<file path="src/verilog/apc_pkg.sv">
// Package: constants, register map and types of the post-conversion compute unit
package apc_pkg;
	// ==================== Register map
	localparam logic [7:0] OFS_CTRL = 8'h00;
	localparam logic [7:0] OFS_CP = 8'h04;
	localparam logic [7:0] OFS_RPT = 8'h08;
	localparam logic [7:0] OFS_STAT = 8'h0C;
	localparam logic [7:0] OFS_ACC = 8'h10;
	localparam logic [7:0] OFS_CNT = 8'h14;
	localparam logic [7:0] OFS_FLT = 8'h18;
	localparam logic [7:0] OFS_RES = 8'h1C;
	localparam logic [7:0] OFS_THR = 8'h20;
	// ==================== Field positions
	localparam int CTL_MODE = 0;
	localparam int CTL_SHIFT = 4;
	localparam int CTL_DOUBLE_SAMPLE_ENABLE = 8;
	localparam int CTL_CLR = 12;
	localparam int CTL_RC = 13;
	localparam int CP_EN = 0;
	localparam int CP_RDY = 1;
	localparam int ST_OVF = 0;
	localparam int ST_DONE = 1;
	localparam int ST_THR = 2;
	localparam int RES_PREV = 16;
	localparam int THR_UP = 16;
	localparam logic [1:0] RESP_OKAY = 2'h0;
	localparam logic [1:0] RESP_SLVERR = 2'h2;
	// ==================== Limits and timing
	localparam logic [7:0] CNT_MAX = 8'hFF;
	localparam logic signed [19:0] ACC_MAX = 20'sh3FFFF;
	localparam logic signed [19:0] ACC_MIN = -20'sh40000;
	localparam int CLK_MHZ = 40;
	localparam int CP_STARTUP_NS = 1000;
	localparam logic [7:0] CP_STARTUP_CYC = 8'((CP_STARTUP_NS * CLK_MHZ + 999) / 1000);
	localparam int RC_PERIOD_NS = 500;
	localparam int CLR_RC_CLOCKS = 5;
	localparam logic [7:0] CLR_RC_CYC =
		8'((CLR_RC_CLOCKS * RC_PERIOD_NS * CLK_MHZ + 999) / 1000);
	// ==================== Types
	typedef enum logic [2:0] {
		MODE_BASIC = 3'h0,
		MODE_ACC = 3'h1,
		MODE_AVG = 3'h2,
		MODE_BURST = 3'h3,
		MODE_LPF = 3'h4
	} apc_mode_t;
	typedef enum logic [1:0] {
		CP_OFF = 2'h0,
		CP_WAIT = 2'h1,
		CP_READY = 2'h2
	} apc_cp_t;
	typedef struct packed {
		logic [7:0] awaddr;
		logic awvalid;
		logic [31:0] wdata;
		logic [3:0] wstrb;
		logic wvalid;
		logic bready;
		logic [7:0] araddr;
		logic arvalid;
		logic rready;
	} apc_axi_req_t;
	typedef struct packed {
		logic awready;
		logic wready;
		logic bvalid;
		logic [1:0] bresp;
		logic arready;
		logic rvalid;
		logic [31:0] rdata;
		logic [1:0] rresp;
	} apc_axi_rsp_t;
	typedef struct packed {
		logic valid;
		logic [11:0] data;
	} apc_conv_t;
	typedef struct packed {
		apc_axi_rsp_t ax;
		logic aw_got;
		logic w_got;
		logic [7:0] awaddr;
		logic [31:0] wdata;
		logic [3:0] wstrb;
		logic [2:0] mode;
		logic [2:0] shift;
		logic double_sample_enable;
		logic clr;
		logic rcsel;
		logic [7:0] clr_cnt;
		logic cp_en;
		apc_cp_t cp_st;
		logic [7:0] cp_cnt;
		logic cp_rdy;
		logic [7:0] rpt;
		logic ovf;
		logic done;
		logic thr;
		logic [18:0] acc;
		logic [7:0] cnt;
		logic [15:0] flt;
		logic [11:0] res;
		logic [11:0] prev;
		logic phase;
		logic [15:0] lth;
		logic [15:0] uth;
		logic retrig;
		logic thr_evt;
	} apc_state_t;
	localparam apc_state_t APC_RST = '{
		ax: '{awready: 1'b1, wready: 1'b1, arready: 1'b1, default: '0},
		cp_st: CP_OFF,
		default: '0
	};
endpackage

</file>
<file path="src/verilog/apc_compute.sv">
// Post-conversion compute unit: accumulator, averager, filter, charge pump and AXI4-Lite registers
// Overview of operation
// - Enabling the charge pump waits a start-up interval, then raises pump ready.
// - Three-bit mode field selects Basic, Accumulate, Average, Burst Average, Low-Pass.
// - Basic keeps accumulator and count; tests every sample; double sample needs both.
// - Accumulate adds each sample, count saturates at 0xFF, done and test each sample.
// - Operand is the result, or result minus previous result when double sampling.
// - Average clears accumulator and count at trigger when count reached target.
// - Average, Burst and Low-Pass test only when count reaches repeat target.
// - Burst clears at trigger, then retriggers until count equals target, then tests.
// - Low-Pass sets accumulator to sample plus accumulator minus shifted accumulator.
// - Low-Pass tests every sample once repeat target samples were taken.
// - Threshold flag is set whenever a performed test is true.
// - Accumulator clear wipes accumulator, overflow and count, then self-clears.
// - Under the RC clock the clear lasts five RC clock cycles.
// - Accumulator register is 24 bits holding 18-bit value plus extended sign.
// - Accumulation beyond 262143 sets the overflow flag.
// - Accumulator shifted right by shift select goes into signed filtered result.
// - Filtered result that does not fit sets the overflow flag.
// - Average and Burst use a logical right shift.
// - Error is compared with upper and lower thresholds as signed values.
// - A set overflow flag makes the threshold test fire regardless.
//
// Design decisions made here: the AXI4-Lite interface to the registers and the address map.
`timescale 1ns/1ps
module apc_compute import apc_pkg::*; (
	// Clock and reset
	input wire logic aclk,
	input wire logic aresetn,
	// AXI4-Lite slave
	input wire apc_axi_req_t s_axi_req,
	output apc_axi_rsp_t s_axi_rsp,
	// Converter core
	input wire logic conv_trigger,
	input wire apc_conv_t conv,
	output logic retrigger_req,
	output logic threshold_event,
	// Charge pump
	output logic charge_pump_on,
	output logic charge_pump_ready
);
	apc_state_t s_r;
	apc_state_t s_nxt;
	logic conv_go;

	// ==================== Register read mux
	function automatic logic [33:0] rd_val(input apc_state_t st, input logic [7:0] a);
		logic [31:0] d;
		logic [1:0] e;
		d = '0;
		e = RESP_OKAY;
		case (a)
			OFS_CTRL: begin
				d[CTL_MODE +: 3] = st.mode;
				d[CTL_SHIFT +: 3] = st.shift;
				d[CTL_DOUBLE_SAMPLE_ENABLE] = st.double_sample_enable;
				d[CTL_CLR] = st.clr;
				d[CTL_RC] = st.rcsel;
			end
			OFS_CP: begin
				d[CP_EN] = st.cp_en;
				d[CP_RDY] = st.cp_rdy;
			end
			OFS_RPT: d[7:0] = st.rpt;
			OFS_STAT: begin
				d[ST_OVF] = st.ovf;
				d[ST_DONE] = st.done;
				d[ST_THR] = st.thr;
			end
			OFS_ACC: d[23:0] = {{5{st.acc[18]}}, st.acc};
			OFS_CNT: d[7:0] = st.cnt;
			OFS_FLT: d[15:0] = st.flt;
			OFS_RES: begin
				d[11:0] = st.res;
				d[RES_PREV +: 12] = st.prev;
			end
			OFS_THR: d = {st.uth, st.lth};
			default: e = RESP_SLVERR;
		endcase
		return {e, d};
	endfunction

	// ==================== Shifted accumulator
	function automatic logic [19:0] shifted(input logic [18:0] a, input logic [2:0] sh,
		input logic [2:0] md);
		if (md == MODE_AVG || md == MODE_BURST) begin
			return {1'b0, a} >> sh;
		end
		return 20'($signed({a[18], a}) >>> sh);
	endfunction

	assign conv_go = conv.valid && !s_r.clr && (!s_r.double_sample_enable || s_r.phase);

	// ==================== Next state
	always_comb begin
		logic [33:0] rv;
		logic [31:0] wm;
		logic [31:0] wv;
		logic signed [19:0] op;
		logic signed [19:0] a;
		logic signed [19:0] sum;
		logic [19:0] sv;
		logic [7:0] cn;
		logic test;
		logic hit;
		logic signed [15:0] err;
		rv = '0;
		wm = '0;
		wv = '0;
		op = '0;
		a = '0;
		sum = '0;
		sv = '0;
		cn = '0;
		test = 1'b0;
		hit = 1'b0;
		err = '0;
		s_nxt = s_r;
		s_nxt.retrig = 1'b0;
		s_nxt.thr_evt = 1'b0;
		// AXI channels
		if (s_r.ax.awready && s_axi_req.awvalid) begin
			s_nxt.aw_got = 1'b1;
			s_nxt.awaddr = s_axi_req.awaddr;
			s_nxt.ax.awready = 1'b0;
		end
		if (s_r.ax.wready && s_axi_req.wvalid) begin
			s_nxt.w_got = 1'b1;
			s_nxt.wdata = s_axi_req.wdata;
			s_nxt.wstrb = s_axi_req.wstrb;
			s_nxt.ax.wready = 1'b0;
		end
		if (s_r.ax.bvalid && s_axi_req.bready) begin
			s_nxt.ax.bvalid = 1'b0;
			s_nxt.ax.awready = 1'b1;
			s_nxt.ax.wready = 1'b1;
		end
		if (s_r.ax.arready && s_axi_req.arvalid) begin
			rv = rd_val(s_r, s_axi_req.araddr);
			s_nxt.ax.arready = 1'b0;
			s_nxt.ax.rvalid = 1'b1;
			s_nxt.ax.rdata = rv[31:0];
			s_nxt.ax.rresp = rv[33:32];
		end
		if (s_r.ax.rvalid && s_axi_req.rready) begin
			s_nxt.ax.rvalid = 1'b0;
			s_nxt.ax.arready = 1'b1;
		end
		// Register write
		if (s_r.aw_got && s_r.w_got && !s_r.ax.bvalid) begin
			rv = rd_val(s_r, s_r.awaddr);
			for (int i = 0; i < 4; i++) begin
				wm[i*8 +: 8] = {8{s_r.wstrb[i]}};
			end
			wv = (rv[31:0] & ~wm) | (s_r.wdata & wm);
			s_nxt.aw_got = 1'b0;
			s_nxt.w_got = 1'b0;
			s_nxt.ax.bvalid = 1'b1;
			s_nxt.ax.bresp = rv[33:32];
			case (s_r.awaddr)
				OFS_CTRL: begin
					s_nxt.mode = wv[CTL_MODE +: 3];
					s_nxt.shift = wv[CTL_SHIFT +: 3];
					s_nxt.double_sample_enable = wv[CTL_DOUBLE_SAMPLE_ENABLE];
					s_nxt.rcsel = wv[CTL_RC];
					if (wv[CTL_CLR] && !s_r.clr) begin
						s_nxt.clr = 1'b1;
						s_nxt.clr_cnt = wv[CTL_RC] ? CLR_RC_CYC - 8'h01 : 8'h00;
					end
				end
				OFS_CP: s_nxt.cp_en = wv[CP_EN];
				OFS_RPT: s_nxt.rpt = wv[7:0];
				OFS_STAT: begin
					wv = s_r.wdata & wm;
					s_nxt.ovf = s_r.ovf & ~wv[ST_OVF];
					s_nxt.done = s_r.done & ~wv[ST_DONE];
					s_nxt.thr = s_r.thr & ~wv[ST_THR];
				end
				OFS_ACC: s_nxt.acc = wv[18:0];
				OFS_CNT: s_nxt.cnt = wv[7:0];
				OFS_THR: begin
					s_nxt.lth = wv[15:0];
					s_nxt.uth = wv[THR_UP +: 16];
				end
				default: begin
				end
			endcase
		end
		// Charge pump start-up
		case (s_r.cp_st)
			CP_OFF: begin
				s_nxt.cp_cnt = 8'h00;
				if (s_r.cp_en) begin
					s_nxt.cp_st = CP_WAIT;
				end
			end
			CP_WAIT: begin
				if (!s_r.cp_en) begin
					s_nxt.cp_st = CP_OFF;
				end else if (s_r.cp_cnt == CP_STARTUP_CYC - 8'h01) begin
					s_nxt.cp_st = CP_READY;
					s_nxt.cp_rdy = 1'b1;
				end else begin
					s_nxt.cp_cnt = s_r.cp_cnt + 8'h01;
				end
			end
			CP_READY: begin
				if (!s_r.cp_en) begin
					s_nxt.cp_st = CP_OFF;
				end
			end
			default: s_nxt.cp_st = CP_OFF;
		endcase
		if (s_nxt.cp_st != CP_READY) begin
			s_nxt.cp_rdy = 1'b0;
		end
		// Accumulator clear
		if (s_r.clr) begin
			s_nxt.acc = '0;
			s_nxt.cnt = '0;
			s_nxt.ovf = 1'b0;
			if (s_r.clr_cnt == 8'h00) begin
				s_nxt.clr = 1'b0;
			end else begin
				s_nxt.clr_cnt = s_r.clr_cnt - 8'h01;
			end
		end else if (conv_trigger) begin
			if (s_r.mode == MODE_BURST || (s_r.mode == MODE_AVG && s_r.cnt >= s_r.rpt)) begin
				s_nxt.acc = '0;
				s_nxt.cnt = '0;
			end
		end
		// Conversion result
		if (conv.valid && !s_r.clr) begin
			s_nxt.res = conv.data;
			s_nxt.prev = s_r.res;
			s_nxt.phase = s_r.double_sample_enable ? !s_r.phase : 1'b0;
		end
		if (conv_go) begin
			if (s_r.double_sample_enable) begin
				op = 20'($signed({1'b0, conv.data}) - $signed({1'b0, s_r.res}));
			end else begin
				op = {8'h00, conv.data};
			end
			a = {s_nxt.acc[18], s_nxt.acc};
			cn = (s_nxt.cnt == CNT_MAX) ? CNT_MAX : s_nxt.cnt + 8'h01;
			s_nxt.done = 1'b1;
			err = op[15:0];
			if (s_r.mode == MODE_BASIC) begin
				test = 1'b1;
			end else begin
				if (s_r.mode == MODE_LPF) begin
					sum = op + a - $signed(shifted(s_nxt.acc, s_r.shift, s_r.mode));
				end else begin
					sum = op + a;
				end
				if (sum > ACC_MAX || sum < ACC_MIN) begin
					s_nxt.ovf = 1'b1;
				end
				s_nxt.acc = sum[18:0];
				s_nxt.cnt = cn;
				sv = shifted(sum[18:0], s_r.shift, s_r.mode);
				if (sv[19:15] != {5{sv[15]}}) begin
					s_nxt.ovf = 1'b1;
				end
				s_nxt.flt = sv[15:0];
				err = sv[15:0];
				test = (s_r.mode == MODE_ACC) || (cn >= s_r.rpt);
				if (s_r.mode == MODE_BURST && cn < s_r.rpt) begin
					s_nxt.retrig = 1'b1;
				end
			end
			hit = (err > $signed(s_r.uth)) || (err < $signed(s_r.lth));
			if (test && (hit || s_nxt.ovf)) begin
				s_nxt.thr = 1'b1;
				s_nxt.thr_evt = 1'b1;
			end
		end
	end

	always_ff @(posedge aclk) begin
		if (!aresetn) begin
			s_r <= APC_RST;
		end else begin
			s_r <= s_nxt;
		end
	end

	// ==================== Outputs
	assign s_axi_rsp = s_r.ax;
	assign retrigger_req = s_r.retrig;
	assign threshold_event = s_r.thr_evt;
	assign charge_pump_on = s_r.cp_en;
	assign charge_pump_ready = s_r.cp_rdy;

	localparam int CLR_MAX = 110;
endmodule

</file>
<file path="config.mk">
export PLATFORM = sky130hd
export DESIGN_NAME = apc_compute
export DESIGN_NICKNAME = d
export VERILOG_FILES = /design/src/verilog/apc_pkg.sv /design/src/verilog/apc_compute.sv
export SDC_FILE = /design/constraint.sdc
export NUM_CORES = 1
export LEC_CHECK = 0
export ABC_AREA = 1
export BUFFER_PORTS_ARGS = -buffer_cell sky130_fd_sc_hd__buf_2
export CORE_MARGIN = 2
export CORE_UTILIZATION = 30
export CTS_CLUSTER_DIAMETER = 100
export DETAILED_ROUTE_END_ITERATION = 12
export SLEW_MARGIN = 0
export SYNTH_ARGS = -nofsm -noshare
export SYNTH_HDL_FRONTEND = slang
export SYNTH_SLANG_ARGS = --single-unit
</file>
<file path="constraint.sdc">
create_clock -name aclk -period 9.3 [get_ports aclk]
set_clock_uncertainty 0.05 [all_clocks]
set_input_delay 2.325 -clock aclk [delete_from_list [all_inputs] [get_ports aclk]]
set_output_delay 2.325 -clock aclk [all_outputs]
set_load 0.005 [all_outputs]
</file>
### Yosys cells after proc, flatten, opt, wreduce, memory -nomap -nowiden

Index checks and enable logic that the tools add are counted.

| storage, ports and cells | value |
|---|---|
| bits of input ports | 73 |
| logic and storage cells | 246 |
| register bits after elaboration | 229 |

| cells by class | value |
|---|---|
| reduce and logical (&&, ||, !) cells | 49 |
| multiplexer cells | 102 |
| equality and inequality tests | 28 |
| bitwise logic cells | 13 |
| order comparisons | 7 |
| shift-type cells | 4 |
| add/subtract/negate cells | 6 |

Operators with widths:

| operator | number |
|---|---|
| $mux 20 | 14 |
| $mux 27 | 3 |
| $and 32x32->32 | 2 |
| $eq 8x5->1 const B | 8 |
| $mux 8 | 7 |
| $pmux 8 s3 | 2 |
| $mux 46 | 1 |
| $mux 43 | 1 |
| $pmux 3 s7 | 2 |
| $shr 19x3->20 | 2 |
| $sshr 19x3->20 | 2 |
| $pmux 2 s9 | 2 |
| $eq 8x4->1 const B | 4 |
| $mux 16 | 2 |
| $not 32->32 | 1 |
| $or 32x32->32 | 1 |
| $mux 30 | 1 |
| $mux 1 | 27 |
| $eq 8x6->1 const B | 3 |
| $logic_not 8->1 | 3 |
| $pmux 1 s6 | 4 |
| $pmux 3 s4 | 2 |
| $add 20x19->20 | 1 |
| $gt 20x19->1 const B | 1 |
| 45 further kinds | 113 |

### Depth between registers and ports, before layout

Gate-level depths: netlist of run 1.

| depth | value |
|---|---|
| word-level depth | 33 |
| gate-level depth with buffers | 67 |
| gate-level depth less buffers | 65 |

### Worst setup path before layout of run 1

Ideal clock, no wire load.

| path | value |
|---|---|
| path kind | input to register |
| start point | in conv[0] (netlist bit) |
| end point | reg s_r[102] (netlist bit) |
| setup time | 114 ps |
| path slack | 165 ps |
| arrival time | 8972 ps |
| data required time | 9136 ps |
| cell stages on the path | 54 |
| path buffers | 0 |
| cells stage by stage | inv_1 -> ha_1 -> inv_1 -> fa_1 -> a21oi_1 -> nor2_1 -> nor2_1 -> nor2_1 -> o21ai_0 -> nand2_1 -> a21oi_1 -> o21bai_1 -> a21oi_1 -> o21bai_1 -> nand2_1 -> nand2_1 -> a211oi_1 -> ha_1 -> [18 not listed] -> inv_2 -> nand2_1 -> nand3_1 -> o21ai_0 -> a21oi_1 -> ha_1 -> nand2_1 -> inv_1 -> a221o_1 -> a41oi_1 -> o21ai_0 -> o21ai_0 -> o21a_1 -> nand2_1 -> nor2_1 -> nand2_1 -> nand2_1 -> nand2_1 |

| on the way | value |
|---|---|
| longest elaborated chain between the ends | 21 |
| elaborated cells on any way between the ends | 31 |
| classes of those cells | 3 x add/sub; 4 x order compare; 1 x eq/ne; 2 x shift; 17 x mux; 4 x reduce/logical |

RTL lines:

| what | RTL line | text |
|---|---|---|
| start, declared | apc_compute.sv:35 | `input wire apc_conv_t conv,` |
| $sub 12x12->13 | apc_compute.sv:241 | `op = 20'($signed({1'b0, conv.data}) - $signed({1'b0, s_r.res}));` |
| $mux 20 * | apc_compute.sv:240 | `if (s_r.double_sample_enable) begin` |
| $mux 20 * | apc_compute.sv:239 | `if (conv_go) begin` |
| $add 20x19->20 | apc_compute.sv:253, apc_compute.sv:255 |  |
| $sub 20x20->20 | apc_compute.sv:253 | `sum = op + a - $signed(shifted(s_nxt.acc, s_r.shift, s_r.mode));` |
| $mux 20 | apc_compute.sv:252 | `if (s_r.mode == MODE_LPF) begin` |
| $mux 20 | apc_compute.sv:249 | `if (s_r.mode == MODE_BASIC) begin` |
| $mux 20 | apc_compute.sv:239 |  |
| [5 not listed] | -- |  |
| $mux 16 or $ne 4x4->1 (tied branches) | apc_compute.sv:249, apc_compute.sv:263 |  |
| $mux 16 or $mux 1 (tied branches) | apc_compute.sv:239, apc_compute.sv:263 |  |
| $gt 16x16->1 (tied with other cells) | apc_compute.sv:273 | `hit = (err > $signed(s_r.uth)) \|\| (err < $signed(s_r.lth));` |
| $logic_or 1x1->1 or $mux 1 (tied branches) | apc_compute.sv:273, apc_compute.sv:239 |  |
| $logic_or 1x1->1 * | apc_compute.sv:274 | `if (test && (hit \|\| s_nxt.ovf)) begin` |
| $logic_and 1x1->1 * | apc_compute.sv:274 |  |
| $mux 1 * | apc_compute.sv:274 |  |
| $mux 46 * | apc_compute.sv:239 |  |
| end signal, assigned | apc_compute.sv:285 | `s_r <= s_nxt;` |
| end, declared | apc_compute.sv:42 | `apc_state_t s_r;` |

Every way passes the cells marked *; elsewhere a longest branch is shown, timed or not. The select of a mux whose other input is x is not followed.
A chain may end at the register's enable or synchronous reset.

### Final worst setup path of run 1

Ends and elaborated chain as after synthesis.

==> results of run 1 <==
## area by class of cell
class / count / area [µm²]
flip-flops and latches: 227 / 4544
well taps: 688 / 860.8
fillers: 5697 / 33050
clock inverters: 9 / 103.9
clock buffers: 36 / 749.5
inverters: 327 / 1230
multi-input cells: 1707 / 9657
repair buffers: 323 / 2150
## per-stage QoR
stage	utilization [%]	instance area [µm²]	hold slack [ns]	setup slack, ns
floorplan	-	15820	0.3794	0.1649
global placement	34.52	18070	0.3926	-0.3315
detailed placement	34.52	18070	0.3976	-0.5675
CTS	36.16	18920	0.4053	0.09369
global route	36.86	19290	0.4249	-0.1790
finish	36.86	19290	0.4036	0.3722
## cells by family after synthesis
kind of cell / synth area share [%]
multiplexers: 0.8858
buffers and inverters: 12.09
other: 0.02371
XOR/XNOR: 1.376
flip-flops: 28.73
AO/OA/AOI/OAI: 25.33
adder cells (fa/ha/maj): 8.084
AND/OR/NAND/NOR: 23.48
## layout by cell type, fill, tap and decap left out, drive strengths merged, types with 18 or more instances in the layout
cell type / n
nor2: 232
o21ai: 296
o211ai: 21
nor3: 18
nand2: 461
dfxtp: 227
o22ai: 65
buf: 323
ha: 99
a21oi: 220
nand3: 123
clkbuf: 36
inv: 324
## path summary, 6_finish.rpt
path / slack [ns] / start / endpoint / cells past startpoint
setup reg to reg: 1.23 / s_r[185] / s_r[102] / 50
hold reg to reg: 0.40 / s_r[40] / s_r[40] / 2
setup / recovery: 0.37 / conv[0] / s_r[102] / 54
hold / removal: 0.40 / s_r[40] / s_r[40] / 2
## registers in the layout, indices dropped and copies added, names as in the netlist
register and cells:
s_r 184, s_axi_rsp 39, charge_pump_on 1, charge_pump_ready 1, retrigger_req 1, threshold_event 1
## worst register-to-register path, delay by kind of cell, from the launching register on
family	cells	cell delay, ns
AO/OA/AOI/OAI	23	4.21
XOR/XNOR	1	0.19
adder cells (fa/ha/maj)	3	0.86
buffers and inverters	7	0.62
flip-flops	1	0.35
AND/OR/NAND/NOR	16	1.67
## routing by layer
metal / wire length, µm / global-route usage (%) / share of wire (%) / up-vias
li1: - / - / - / 8447
met1: 27440 / 31.23 / 44 / 7883
met2: 25800 / 32.54 / 42 / 763
met3: 6202 / 5.054 / 10 / 137
met4: 2204 / 7.654 / 3.6 / 6
met5: 41 / 0 / 0.066 / -
## cell usage after synthesis (all sizes together), types with 7 or more instances
library cell,number
o21bai,9
nand4,7
o211ai,21
nand3,123
mux2i,14
o21ai,296
o221ai,15
dfxtp,227
or2,8
nand2,461
inv,324
xor2,16
xnor2,8
nor2,232
buf,56
clkbuf,81
nor3,18
a21oi,220
a221oi,16
ha,99
a211oi,14
a31oi,11
o22ai,65
## repair_timing
item / CTS / global route
setup endpoints to repair: 1 / 2
gates resized for setup: 1 / 81
pin swaps: 0 / 50
setup buffers: 0 / 10
## where the power goes
group          internal (µW)  switching, µW
Combinational            228            351
Clock                    616            427
Sequential              1010           32.5
==> run metrics, run 1 <==
status=finished, final reports clean; # rows=84; Via-to-Cell Ratio=5.196; syn_area_per_cell=roughly 6.6 µm²; final hold vios=0; die area=54,580 µm²; RSZ-0062 raised after global routing=true; Post-DP HPWL=48,130 µm; Max VDD drop=132.4 µV; endpoint class of the critical path=flip-flop; Yosys top cell by area=dfxtp_1; IO Count=118; Crit Path Class=primary input to flip-flop; Final Power=2665 µW; Cell Count, Final, Fillers Out=3,317; Post-synth EDFFs=0; PD cells=roughly 140 nW/µm²; initial core utilization=30.22%; Post-CTS Hold Buffers=0; DRC violations left=0; Syn-to-layout area delta=21.97%; die width=233.6 µm; antenna violations before repair=3; CTS max path bufs=3; vias in the first global route=15,510; fmax=roughly 110 MHz; CTS buffer count=26; hold crit path type=flip-flop to flip-flop; proportion of netlist area held by the largest area contributor=28.73%; Antenna diodes=0; cell repeated most along the worst path=nand2_2; Worst Setup Start Kind=primary input; largest net degree at the start of global routing=104; asr flop ratio synth=0%; RePlAce Congestion=1.010; first-pass GRT wire length=92,170 µm; Max Cap Violations=0; CP max stage cell=fa_2; min Tclk post-route=~9 ns; layout cells sized above 1=between 10% and 20%; first-pass iteration count of the detailed router=8; sequential area share after synthesis=between 20% and 30%; Leakage=0.008517 µW; pin slew with the least headroom to its limit=roughly 1.1 ns; post-route clock period utilization=a little over nine tenths; cell family with most CP delay=compound AO/OA/AOI/OAI gates; Sum Neg Setup Slack=0 ns; Mapped Area=15,820 µm²; WL final=61,690 µm; Yosys reg bits=between 200 and 250; Worst Path Required=9.69 ns; Sink Count=roughly 230; initial drt markers=around 1,800; Worst Path Max Fanout=4; Top FF cell, synth=dfxtp_1; total grt overflow=0; Worst EP arrival=roughly 9.3 ns; Critical Path Max Stage Delay=0.40 ns; Avg WL per Cell=18.60 µm; ANT nets after route=0; worst rel slew slack=29.05%; worst-skew pair later-pin latency=0.55 ns; Ys Warns=0; placed insts=3,262; overall die height=233.6 µm; total track usage=22.07%; Synth area leaders=dfxtp_1 (29%), nand2_1 (10%), o21ai_0 (9.1%); CTS H-tree lvls=1; Post-Synthesis Cells=2,397; IO buf count=115; Netlist cell types=58; Nets=2,786; Core Area=52,340 µm²; WP buf/inv=5; total vias in the final route=approximately 17,000; CTS tree=done; Clock transition at path regs=~0.06 ns; fin. max-slew vios=0; Final setup viols=0; root buffer cell=clkbuf_16
No activity file was read; power rests on OpenSTA's default activity.
==> run 2: changes to the inputs <==
Settings changed: SETUP_SLACK_MARGIN from default to 0.5.
Clock period 9.3 ns to 9.15 ns, I/O delays scaled along.
==> run metrics, run 2 (synthesis gave the netlist of run 1 again) <==
status=finished, final reports clean (unchanged); Avg WL per Cell=18.93 µm (was 18.60 µm); first-pass GRT wire length=93,920 µm (was 92,170 µm); Leakage=0.008707 µW (was 0.008517 µW); Reg with most FFs=s_r (unchanged); reg2reg setup slack=1.02 ns (was 1.23 ns); Worst Hold Depth=2 (unchanged); WL final=63,290 µm (was 61,690 µm); initial drt markers=1,748 (was 1,800); die width=233.6 µm (unchanged); Sink Count=227 (unchanged); worst rel slew slack=20.30% (was 29.05%); root buffer cell=clkbuf_16 (unchanged); ANT nets after route=0 (unchanged); worst slack at placement=-0.6005 ns (was -0.5675 ns); Via-to-Cell Ratio=5.196 (about the same); Worst Reg-to-Reg Cells=47 (was 50); Worst Path Max Fanout=5 (was 4); Crit Path Class=primary input to flip-flop (unchanged); Seq pwr share=37.8% (was 39.1%); most frequent cells in the layout=nand2_1 (422), inv_1 (299), o21ai_0 (267) (was nand2_1 (423), inv_1 (298), o21ai_0 (270)); Worst Path Required=9.55 ns (was 9.69 ns); most common cell after layout, fill and taps aside=nand2_1 (unchanged); reg2reg start=s_r[185] (unchanged); Worst Setup Start Kind=primary input (unchanged); RSZ-0062 raised after global routing=true (unchanged); fmax=114.3 MHz; sw frac=31.39% (was 30.43%); endpoint class of the critical path=flip-flop (unchanged); Nets=2,809 (was 2,786); layout cells sized above 1=21.05% (was 19.32%); Max VDD drop=128.7 µV (was 132.4 µV); antenna violations before repair=1 (was 3); combinational share of power=21.6% (was 21.7%); largest net degree at the start of global routing=91 (was 104); reg-to-reg endpoint=s_r[102] (unchanged); CTS tree=done (unchanged); Min-Delay Startpoint=s_r[170] (was s_r[40]); Antenna diodes=0 (unchanged); cell repeated most along the worst path=nand2_1 (was nand2_2); vias in the first global route=15,740 (was 15,510); Clock transition at path regs=0.06 ns (about the same); overall die height=233.6 µm (unchanged); Syn-to-layout area delta=24.84% (was 21.97%); Critical Path Max Stage Delay=0.55 ns (was 0.40 ns); Post-DP HPWL=48,860 µm (was 48,130 µm); total track usage=22.52% (was 22.07%); fin. max-slew vios=0 (unchanged); CTS max path bufs=3 (unchanged); pin slew with the least headroom to its limit=1.193 ns (was 1.063 ns); post-route clock period utilization=95.59%; setup ws final=0.4032 ns (was 0.3722 ns); Clock power frac=40.6% (was 39.1%); # rows=84 (unchanged); min Tclk post-route=about 8.7 ns; Max Cap Violations=0 (unchanged); total grt overflow=0 (unchanged); CTS buffer count=27 (was 26); DRC violations left=0 (unchanged); sw power=880.5 µW (was 810.9 µW); die area=54,580 µm² (unchanged); worst-skew pair later-pin latency=0.58 ns (was 0.55 ns); initial core utilization=30.22% (unchanged); PD cells=142.1 nW/µm² (was 138.1 nW/µm²); CP max stage cell=or4_4 (was fa_2); final hold vios=0 (unchanged); IO buf count=115 (unchanged); Internal=1925 µW (was 1854 µW); FILL cells=5,600 (was 5,697); hold crit path type=flip-flop to flip-flop (unchanged); Worst EP arrival=9.15 ns (was 9.32 ns); RePlAce Congestion=1.003 (was 1.010); Post-CTS Hold Buffers=0 (unchanged); total vias in the final route=17,380 (was 17,240); Worst Hold Path EP=s_r[10] (was s_r[40]); Final Power=2805 µW (was 2665 µW); CTS H-tree lvls=1 (unchanged); Core Area=52,340 µm² (unchanged); first-pass iteration count of the detailed router=8 (unchanged); IO Count=118 (unchanged); max reg flops=184 (unchanged); Final setup viols=0 (unchanged)
## run 2: changes by cell type in the layout (fill, tap and decap cells not counted), moves of 3 or more
cell        before  now
buf_4          208  228
a21oi_1        212  206
nand3_2         13   18
clkbuf_1         5    2
nand3_1        106  102
clkinvlp_4       2    5
a21oi_2          8   13
o21ai_0        270  267
ha_1            94   89
ha_4             5    9
## run 2: final cells by class
type | count | area (µm²) | share of cell area [%]
multi-input cells | 1707 | 9842 | 49.84
flip-flops and latches | 227 | 4544 | 23.01
repair buffers | 345 | 2341 | 11.85
inverters | 327 | 1227 | 6.216
well taps | 688 | 860.8 | 4.359
clock buffers | 32 | 724.4 | 3.669
clock inverters | 18 | 207.7 | 1.052
## run 2: timing repair
item,4_1_cts,5_1_grt
endpoints found under the setup margin,2,2
resized for setup,43,68
pin swaps,16,62
buffers inserted,8,12
## run 2: worst max-delay path: cells and delay by family
| kind | cells | cell delay (ns) |
|---|---|---|
| adder cells (fa/ha/maj) | 5 | 1.41 |
| buffers and inverters | 5 | 0.49 |
| AO/OA/AOI/OAI | 15 | 1.92 |
| AND/OR/NAND/NOR | 26 | 2.82 |
| XOR/XNOR | 1 | 0.19 |
## run 2: metal layers
layer,wire length (µm),share of wire (%),GRT usage (%)
met1,28520,45,31.76
met2,26340,42,33.76
met3,6086,9.6,4.602
met4,2327,3.7,7.832
met5,16,0.025,0
## run 2: how the worst max path moves through the flow
stage / startpoint / endpoint / slack, ns / cells after the start
6_report: conv[0] / s_r[102] / 0.40 / 52
5_1_grt: conv[2] / s_r[102] / -0.15 / 53
4_1_cts: conv[0] / s_r[102] / 0.49 / 52
3_5_place_dp: conv[0] / s_r[102] / -0.60 / 49
2_1_floorplan: conv[0] / s_r[102] / 0.51 / 53
3_3_place_gp: conv[0] / s_r[102] / -0.36 / 54
## run 2: power by group through the flow
stage	Sequential, µW	Clock, µW	Combinational (µW)
floorplan	1070	0	341
global placement	1080	0	551
detailed placement	1080	0	552
CTS	1060	1150	567
global route	1060	1190	668
finish	1060	1140	606
## run 2: stage by stage
step	area [µm²]	utilization [%]	TNS (ns)	hold slack, ns	instances
2_1_floorplan	15860	-	0	0.3794	2398
3_3_place_gp	18210	34.78	-0.6981	0.3978	3274
6_report	19750	37.73	0	0.4036	3344
4_1_cts	19370	37.01	0	0.4028	3332
5_1_grt	19750	37.73	-0.2724	0.4270	3344
3_5_place_dp	18210	34.78	-1.184	0.3989	3274
